`config.mk`:
```
export PLATFORM = sky130hd
export DESIGN_NAME = bus_cycle_seq
export DESIGN_NICKNAME = d
export VERILOG_FILES = /design/src/logic/seq_pkg.sv /design/src/logic/bus_cycle_seq.sv /design/src/logic/int_latency.sv
export SDC_FILE = /design/constraint.sdc
export NUM_CORES = 1
export LEC_CHECK = 0
export BUFFER_PORTS_ARGS = -buffer_cell sky130_fd_sc_hd__buf_2
export CAP_MARGIN = 20
export CELL_PAD_IN_SITES_DETAIL_PLACEMENT = 0
export CELL_PAD_IN_SITES_GLOBAL_PLACEMENT = 2
export CORE_AREA = 2 2 185 187
export DETAILED_ROUTE_END_ITERATION = 6
export DIE_AREA = 0 0 187 189
export PLACE_DENSITY = 0.76
export RECOVER_POWER = 50
export SETUP_SLACK_MARGIN = 0.4
export SYNTH_ARGS = -nofsm -noshare
export SYNTH_HDL_FRONTEND = slang
export SYNTH_SLANG_ARGS = --single-unit
```
`constraint.sdc`:
```
create_clock -name clk_sys -period 5.3 [get_ports clk_sys]
set_input_delay 1.06 -clock clk_sys [delete_from_list [all_inputs] [get_ports clk_sys]]
set_output_delay 1.06 -clock clk_sys [all_outputs]
set_load 0.02 [all_outputs]
```
`src/logic/seq_pkg.sv`:
```
// shared types and constants for the bus cycle sequencer
package seq_pkg;
   localparam int unsigned INT_LATENCY      = 12;
   localparam int unsigned INT_LATENCY_WAIT = 4;
   localparam logic [3:0]  INT_CNT_RESET    = 4'h0;
   localparam logic [15:0] ADDR_RESET       = 16'h0000;
   localparam logic [7:0]  DATA_RESET       = 8'h00;
   localparam logic [15:0] SP_RESET         = 16'h0000;

   // instruction groups sequenced by this block
   typedef enum logic [4:0] {
      OP_IMM8, OP_IMM16, OP_DIR_RD8, OP_DIR_RD16, OP_DIR_ST8, OP_DIR_ST16,
      OP_IDX_JMP, OP_IDX_RD8, OP_IDX_RD16, OP_IDX_ST8, OP_IDX_ST16, OP_IDX_RMW,
      OP_IDX_CALL, OP_EXT_JMP, OP_EXT_RD8, OP_EXT_RD16, OP_EXT_ST8, OP_EXT_ST16,
      OP_EXT_RMW
   } op_group_t;

   // one machine cycle of bus signalling
   typedef struct packed {
      logic [15:0] addr;
      logic        valid_mem_access;
      logic        rd_wr;
      logic [7:0]  dout;
      logic        dout_oe;
   } bus_cycle_t;

   // instruction issued to the sequencer
   typedef struct packed {
      op_group_t   group;
      logic        test_only;
      logic [15:0] pc;
      logic [15:0] index_reg;
      logic [15:0] stack_ptr;
      logic [15:0] wr_data;
   } instr_t;
endpackage

```
`src/logic/bus_cycle_seq.sv`:
```
// cycle-by-cycle bus sequencer for the 8-bit processor bus
//
// Contract
// - interrupt service starts 12 cycles after instruction end, 4 after wait.
// - every cycle drives address, strobe and read/write; idle cycles strobe low, read; test-memory final cycle and reset bus: strobe low, write level.
// - immediate 8-bit 2 cycles; 16-bit 3 cycles, high byte first.
// - direct reads 3 cycles; 16-bit 4 cycles, high then low byte.
// - direct accumulator store: opcode, address, idle at destination, write.
// - 16-bit register stores write high then low; 5 direct, 7 indexed.
// - indexed: offset, idle at index, idle at index plus offset no carry.
// - indexed reads after two idle cycles; 5 cycles, 16-bit 6 cycles.
// - indexed accumulator store 6 cycles, idle three to five, write sixth.
// - read-modify-write: read, idle, write; 7 indexed, 6 extended.
// - indexed call 8 cycles, pushes low then high return byte, then idles.
// - extended jump 3 cycles, target high then low byte.
// - extended reads fetch 16-bit address high first; 4 or 5 cycles.
// - extended accumulator store 5 cycles with one idle before write.
// - test-memory final cycle keeps strobe low, operand unchanged.
module bus_cycle_seq
   import seq_pkg::*;
(
   input  wire logic        clk_sys,
   input  wire logic        sys_rst,
   input  wire logic        cyc_en,
   input  wire logic        instr_valid,
   input  wire instr_t      instr,
   input  wire logic        irq_req,
   input  wire logic        after_wait,
   input  wire logic [7:0]  data_in,
   output logic             instr_ready,
   output bus_cycle_t       bus,
   output logic [7:0]       rd_data,
   output logic             rd_strobe,
   output logic             instr_done,
   output logic             irq_enter
);
   typedef struct packed {
      logic        busy;
      instr_t      cur;
      logic [3:0]  cyc;
      logic [7:0]  hi_byte;
      logic [7:0]  offs;
      bus_cycle_t  bus;
      logic [7:0]  rd_data;
      logic        rd_strobe;
   } seq_state_t;

   seq_state_t st_ff;
   seq_state_t nxt_st;
   logic       last_cyc;
   logic       irq_pending_ff;
   logic       irq_meta_ff;
   logic       irq_sync_ff;
   logic [7:0] din_meta_ff;
   logic [7:0] din_sync_ff;

   // total machine cycles per group
   function automatic logic [3:0] cycles_of(input op_group_t g);
      case (g)
         OP_IMM8:     cycles_of = 4'h2;
         OP_IMM16:    cycles_of = 4'h3;
         OP_DIR_RD8:  cycles_of = 4'h3;
         OP_DIR_RD16: cycles_of = 4'h4;
         OP_DIR_ST8:  cycles_of = 4'h4;
         OP_DIR_ST16: cycles_of = 4'h5;
         OP_IDX_JMP:  cycles_of = 4'h4;
         OP_IDX_RD8:  cycles_of = 4'h5;
         OP_IDX_RD16: cycles_of = 4'h6;
         OP_IDX_ST8:  cycles_of = 4'h6;
         OP_IDX_ST16: cycles_of = 4'h7;
         OP_IDX_RMW:  cycles_of = 4'h7;
         OP_IDX_CALL: cycles_of = 4'h8;
         OP_EXT_JMP:  cycles_of = 4'h3;
         OP_EXT_RD8:  cycles_of = 4'h4;
         OP_EXT_RD16: cycles_of = 4'h5;
         OP_EXT_ST8:  cycles_of = 4'h5;
         OP_EXT_ST16: cycles_of = 4'h6;
         OP_EXT_RMW:  cycles_of = 4'h6;
         default:     cycles_of = 4'h2;
      endcase
   endfunction

   function automatic bus_cycle_t mk(input logic [15:0] a, input logic v, input logic rw,
                                     input logic [7:0] d);
      mk.addr             = a;
      mk.valid_mem_access = v;
      mk.rd_wr            = rw;
      mk.dout             = rw ? DATA_RESET : d;
      mk.dout_oe          = ~rw;
   endfunction

   // idle cycle: strobe low, read level, data released
   function automatic bus_cycle_t idle(input logic [15:0] a);
      idle = mk(a, 1'b0, 1'b1, DATA_RESET);
   endfunction

   // builds the bus image of cycle n (1-based) for the instruction
   function automatic bus_cycle_t plan_cycle(input instr_t c, input logic [3:0] n,
                                             input logic [7:0] hi, input logic [7:0] offs);
      logic [15:0] dir_a;
      logic [15:0] ext_a;
      logic [15:0] idx_nc;
      logic [15:0] idx_c;
      logic [15:0] pc1;
      logic [15:0] pc2;
      dir_a   = {8'h00, offs};
      ext_a   = {hi, offs};
      idx_nc  = {c.index_reg[15:8], 8'(c.index_reg[7:0] + offs)};
      idx_c   = 16'(c.index_reg + {8'h00, offs});
      pc1     = 16'(c.pc + 16'h0001);
      pc2     = 16'(c.pc + 16'h0002);
      plan_cycle = mk(c.pc, 1'b1, 1'b1, DATA_RESET);
      if (n == 4'h2) begin
         plan_cycle = mk(pc1, 1'b1, 1'b1, DATA_RESET);
      end else if (n != 4'h1) begin
         case (c.group)
            OP_IMM16: plan_cycle = mk(pc2, 1'b1, 1'b1, DATA_RESET);
            OP_DIR_RD8, OP_DIR_RD16:
               plan_cycle = mk(n == 4'h3 ? dir_a : 16'(dir_a + 16'h0001),
                               1'b1, 1'b1, DATA_RESET);
            OP_DIR_ST8:
               plan_cycle = (n == 4'h3) ? idle(dir_a)
                          : mk(dir_a, 1'b1, 1'b0, c.wr_data[7:0]);
            OP_DIR_ST16:
               plan_cycle = (n == 4'h3) ? idle(dir_a)
                          : (n == 4'h4) ? mk(dir_a, 1'b1, 1'b0, c.wr_data[15:8])
                          : mk(16'(dir_a + 16'h0001), 1'b1, 1'b0, c.wr_data[7:0]);
            OP_IDX_JMP, OP_IDX_RD8, OP_IDX_RD16, OP_IDX_ST8, OP_IDX_ST16, OP_IDX_RMW: begin
               if (n == 4'h3) plan_cycle = idle(c.index_reg);
               else if (n == 4'h4) plan_cycle = idle(idx_nc);
               else if (c.group == OP_IDX_RD8 || c.group == OP_IDX_RD16)
                  plan_cycle = mk(n == 4'h5 ? idx_c : 16'(idx_c + 16'h0001),
                                  1'b1, 1'b1, DATA_RESET);
               else if (c.group == OP_IDX_ST8)
                  plan_cycle = (n == 4'h5) ? idle(idx_c)
                             : mk(idx_c, 1'b1, 1'b0, c.wr_data[7:0]);
               else if (c.group == OP_IDX_ST16)
                  plan_cycle = (n == 4'h5) ? idle(idx_c)
                             : (n == 4'h6) ? mk(idx_c, 1'b1, 1'b0, c.wr_data[15:8])
                             : mk(16'(idx_c + 16'h0001), 1'b1, 1'b0, c.wr_data[7:0]);
               else
                  plan_cycle = (n == 4'h5) ? mk(idx_c, 1'b1, 1'b1, DATA_RESET)
                             : (n == 4'h6) ? idle(idx_c)
                             : mk(idx_c, ~c.test_only, 1'b0, c.wr_data[7:0]);
            end
            OP_IDX_CALL: begin
               case (n)
                  4'h3: plan_cycle = idle(c.index_reg);
                  4'h4: plan_cycle = mk(c.stack_ptr, 1'b1, 1'b0, pc2[7:0]);
                  4'h5: plan_cycle = mk(16'(c.stack_ptr - 16'h0001), 1'b1, 1'b0,
                                        pc2[15:8]);
                  4'h6: plan_cycle = idle(16'(c.stack_ptr - 16'h0002));
                  4'h7: plan_cycle = idle(c.index_reg);
                  default: plan_cycle = idle(idx_nc);
               endcase
            end
            OP_EXT_JMP: plan_cycle = mk(pc2, 1'b1, 1'b1, DATA_RESET);
            default: begin
               if (n == 4'h3) plan_cycle = mk(pc2, 1'b1, 1'b1, DATA_RESET);
               else if (c.group == OP_EXT_RD8 || c.group == OP_EXT_RD16)
                  plan_cycle = mk(n == 4'h4 ? ext_a : 16'(ext_a + 16'h0001),
                                  1'b1, 1'b1, DATA_RESET);
               else if (c.group == OP_EXT_ST8)
                  plan_cycle = (n == 4'h4) ? idle(ext_a)
                             : mk(ext_a, 1'b1, 1'b0, c.wr_data[7:0]);
               else if (c.group == OP_EXT_ST16)
                  plan_cycle = (n == 4'h4) ? idle(ext_a)
                             : (n == 4'h5) ? mk(ext_a, 1'b1, 1'b0, c.wr_data[15:8])
                             : mk(16'(ext_a + 16'h0001), 1'b1, 1'b0, c.wr_data[7:0]);
               else
                  plan_cycle = (n == 4'h4) ? mk(ext_a, 1'b1, 1'b1, DATA_RESET)
                             : (n == 4'h5) ? idle(ext_a)
                             : mk(ext_a, ~c.test_only, 1'b0, c.wr_data[7:0]);
            end
         endcase
      end
   endfunction

   assign last_cyc    = st_ff.busy && (st_ff.cyc == cycles_of(st_ff.cur.group));
   assign instr_ready = !st_ff.busy || (last_cyc && cyc_en);
   assign bus         = st_ff.bus;
   assign rd_data     = st_ff.rd_data;
   assign rd_strobe   = st_ff.rd_strobe;
   assign instr_done  = last_cyc && cyc_en;

   always_comb begin
      nxt_st           = st_ff;
      nxt_st.rd_strobe = 1'b0;
      if (cyc_en && st_ff.busy) begin
         // sample only strobed read cycles
         if (st_ff.bus.valid_mem_access && st_ff.bus.rd_wr) begin
            nxt_st.rd_data   = din_sync_ff;
            nxt_st.rd_strobe = 1'b1;
            if (st_ff.cyc == 4'h2) nxt_st.offs = din_sync_ff;
            if (st_ff.cyc == 4'h2) nxt_st.hi_byte = din_sync_ff;
            // cycle 3 carries an address byte in extended mode only
            if (st_ff.cyc == 4'h3 && st_ff.cur.group >= OP_EXT_JMP) nxt_st.offs = din_sync_ff;
         end
      end
      if (cyc_en) begin
         if (instr_valid && instr_ready) begin
            nxt_st.busy = 1'b1;
            nxt_st.cur  = instr;
            nxt_st.cyc  = 4'h1;
            nxt_st.bus  = mk(instr.pc, 1'b1, 1'b1, DATA_RESET);
         end else if (st_ff.busy && !last_cyc) begin
            nxt_st.cyc = st_ff.cyc + 4'h1;
            nxt_st.bus = plan_cycle(st_ff.cur, 4'(st_ff.cyc + 4'h1),
                                    nxt_st.hi_byte, nxt_st.offs);
         end else begin
            nxt_st.busy = 1'b0;
            nxt_st.bus  = idle(st_ff.bus.addr);
         end
      end
   end

   always_ff @(posedge clk_sys) begin
      if (sys_rst) begin
         st_ff          <= '0;
         irq_pending_ff <= 1'b0;
         irq_meta_ff    <= 1'b0;
         irq_sync_ff    <= 1'b0;
         din_meta_ff    <= DATA_RESET;
         din_sync_ff    <= DATA_RESET;
      end else begin
         st_ff          <= nxt_st;
         din_meta_ff    <= data_in;
         din_sync_ff    <= din_meta_ff;
         irq_meta_ff    <= irq_req;
         irq_sync_ff    <= irq_meta_ff;
         // armed only at an instruction end; a held request re-arms at every instruction end
         irq_pending_ff <= irq_sync_ff && instr_done;
      end
   end

   int_latency u_int_latency (
      .clk_sys    (clk_sys),
      .sys_rst    (sys_rst),
      .cyc_en     (cyc_en),
      .start      (irq_pending_ff),
      .after_wait (after_wait),
      .irq_enter  (irq_enter)
   );
endmodule // bus_cycle_seq

```
`src/logic/int_latency.sv`:
```
// interrupt entry latency counter
module int_latency
   import seq_pkg::*;
(
   input  wire logic clk_sys,
   input  wire logic sys_rst,
   input  wire logic cyc_en,
   input  wire logic start,
   input  wire logic after_wait,
   output logic      irq_enter
);
   typedef struct packed {
      logic [3:0] cnt;
      logic       busy;
   } lat_state_t;

   lat_state_t st_ff;
   lat_state_t nxt_st;

   always_comb begin
      nxt_st    = st_ff;
      irq_enter = 1'b0;
      if (start && !st_ff.busy) begin
         nxt_st.busy = 1'b1;
         nxt_st.cnt  = after_wait ? 4'(INT_LATENCY_WAIT - 1) : 4'(INT_LATENCY - 1);
      end else if (st_ff.busy && cyc_en) begin
         if (st_ff.cnt == INT_CNT_RESET) begin
            nxt_st.busy = 1'b0;
            irq_enter   = 1'b1;
         end else begin
            nxt_st.cnt = st_ff.cnt - 4'h1;
         end
      end
   end

   always_ff @(posedge clk_sys) begin
      if (sys_rst) begin
         st_ff <= '{cnt: INT_CNT_RESET, busy: 1'b0};
      end else begin
         st_ff <= nxt_st;
      end
   end
endmodule // int_latency

```
==> results.toml <==
[sta]
rsz0062_at_grt = "yes"
relSlewSlack = -0.390
whs_ns = 0.442
fmax_mhz = 212
hold_viol_final = 0
skew_ns = 0.0152
finalSetupViolations = 0
fin_crit_sh = 0.890
setup_tns_ns = 0
tightest_slew_ns = 2.09
finalWorstSetupSlack_ns = 0.585
report.final.slew_viol_count = 163
fin_crit_ns = 4.72

[detailed_routing]
routed.top_layer = "met4"
num_vias = 12100
drt-wirelength-per-cell_um = 22.6
route.detailed.drc = 0
wl_met3_um = 3390
wl_um = 46800
avgViaCountPerCell = 5.85
wl_met2_um = 21400
dr.pass1.iters = 5
drt_iter0_drc = 1044
wl_met1_um = 20400
ant_nets = 0

[clock_network]
htreeDepth = 4
clock_latency_ns = 0.46
cts_tree = "done"
cts_buffer_depth = 2
holdBufCountCts = 0
cts-root-buf = "clkbuf_16"
path_clk_slew_ns = 0.08
cts_buffers = 17
cts_num_sinks = 155

[worst_hold_path]
hold_class = "flop to flop"
hold_depth = 1

[synth]
synth_cell_type_count = 87
ys_async_sr_fraction = 0
synth-compound-area-share = 0.279
netlist_area_mm2 = 0.0111
synth_area_leader_cell = "dfxtp_1"
ys_warn_count = 0
yosysSeqAreaShare = 0.279
synth_top_family_by_area = "compound AO/OA/AOI/OAI gates"
ys.flop_type = "dfxtp_1"
synth_nets = 1660
postSynthCellCount = 1549
synthAdderAreaFrac = 0.0319
synth_mux_area_frac = 0.0288
ys_seq_elements = 155
synth-edff-count = 0
synth_top_area_frac = 0.279
syn_avg_cell_area_um2 = 7.19
synth-xor-area-share = 0.0464
synthSimpleGateAreaFrac = 0.266
synthTopCellsByArea = "dfxtp_1 (28%), nand2_1 (8.6%), a21oi_1 (7.3%), nor2_1 (4.8%), xnor2_1 (3.3%)"

[floorplan]
die_area_mm2 = 0.0353
core_mm2 = 0.0333
initial_utilization = 0.335
io_pins = 123
floorplan.die.height_um = 189
num_rows = 67
chipWidth_um = 187

[grt]
antenna_found_initial = 0
grt_pass1_vias = 11400
grt_use_total = 0.262
grt_pass1_wl_um = 71000
gr-total-overflow = 0
grt_max_degree = 81

[final_layout]
synthToLayoutAreaGrowth_pct = 13.7
finalNonFillerCells = 2069
layout-drive-gt1-share = 0.129
num-fill-cells = 3621
multi_input_area_mm2 = 0.00736
seq_area_mm2 = 0.00310
utilization = 0.381
final_area_mm2 = 0.0127
diodes = 0
fin_nets = 1719

[outcome]
outcome = "finished, violations left"
violations = "max-capacitance violations, max-slew violations"

[power]
powerDensity_mw_per_mm2 = 236
p_leak_nw = 4.55
vdd_drop_max_v = 0.000241
power_mw = 2.99

[flow_run]
maxCapViolCount = 3

[placed_design]
finalWeightedCongestion = 0.949
place_area_mm2 = 0.0121
port_buffers = 122
dp.cells = 2033
dpl.hpwl_um = 35600
place_ws_ns = 0.0822

[critical_path]
arrival_ns = 4.99
cp.required_ns = 5.57
worst-path-max-fanout = 10
critPathCaptureType = "flop"
crit_type = "flop to flop"
startpoint_type = "flop"
reg2regPathDepth = 16
timing repair:
item / in CTS / in global routing
resized for setup: 3 / 12
endpoints found under the setup margin: 9 / 10
setup buffers: 2 / 2
pin swaps: 1 / 3
cells in the mapped netlist, types with 8 or more instances:
cell type,n
nand4_1,14
dfxtp_1,155
mux2i_1,23
ha_1,26
nand2_1,256
o31ai_1,11
and2_1,11
nor4_1,21
o22ai_1,10
a211oi_1,19
clkbuf_1,82
nand3_1,41
o21ai_1,24
o21ai_0,62
a32oi_1,10
buf_1,13
nand2b_1,14
buf_4,37
a21oi_1,162
nor2b_1,29
a221oi_1,20
a22oi_1,20
o221ai_1,11
a2111oi_0,9
inv_1,27
a221o_1,8
nor3_1,33
xor2_1,17
a31oi_1,19
o211ai_1,14
nor2_1,141
xnor2_1,42
a21o_1,10
and3_1,27
where the power goes:
group | switching, mW | internal [mW]
logic | 0.330 | 0.173
registers | 0.0689 | 1.21
clock network | 0.585 | 0.617
total | 0.984 | 2.00
worst paths after layout:
| kind | startpoint | endpoint | slack (ns) |
|---|---|---|---|
| max | st_ff[53] | bus[22] | 0.58 |
| min | din_meta_ff[4] | din_sync_ff[4] | 0.44 |
| max reg2reg | st_ff[53] | bus[22] | 0.58 |
| min reg2reg | din_meta_ff[4] | din_sync_ff[4] | 0.44 |
final cells by class:
cell class                      count  area share
Timing Repair Buffer              177      0.0764
Clock buffer                       17      0.0336
Multi-Input combinational cell   1227       0.581
Tap cell                          448      0.0443
Sequential cell                   155       0.245
Clock inverter                     15      0.0107
Inverter                           30     0.00889
routing by layer:
layer	vias up	GRT usage
li1	5727	-
met1	5804	0.349
met2	508	0.423
met3	74	0.0460
met4	0	0.100
met5	-	0
sequential cells by signal (all words and copies together) (netlist names), named ones only:
signal / cells
bus: 27
irq_sync_ff: 1
din_meta_ff: 8
st_ff: 91
rd_data: 8
irq_meta_ff: 1
u_int_latency.st_ff: 5
din_sync_ff: 8
irq_pending_ff: 1
rd_strobe: 1
worst max-delay path, stage by stage (launching register included):
cell and delay (ns):
dfxtp_2 0.43, ha_2 0.27, or3b_4 0.46, a21oi_4 0.28, mux2i_1 0.31, inv_1 0.11
ha_1 0.25, fa_1 0.42, nand3_1 0.13, nand2_1 0.15, a221oi_4 0.36, o2111ai_4 0.21
nor2_1 0.17, nand4_1 0.14, mux2_1 0.34, a2111oi_1 0.37, o22ai_1 0.12
kinds of logic after synthesis:
logic type	after synthesis
buf+inv	167
xor+xnor	59
compound gates	477
fa+ha+maj	28
simple gates	633
flops	155
mux	30
placed cells by master, fill, tap and decap left out, drive strengths merged, types with 27 or more instances in the layout:
cell    netlist  layout
and3         27      27
o21ai        88      88
nand3        41      41
clkbuf       82      57
nor2        141     141
a21oi       163     163
nand2       256     256
buf          55     137
nor2b        29      29
nor3         33      33
inv          30      37
dfxtp       155     155
xnor2        42      42
Power figures use the tool's default switching activity.
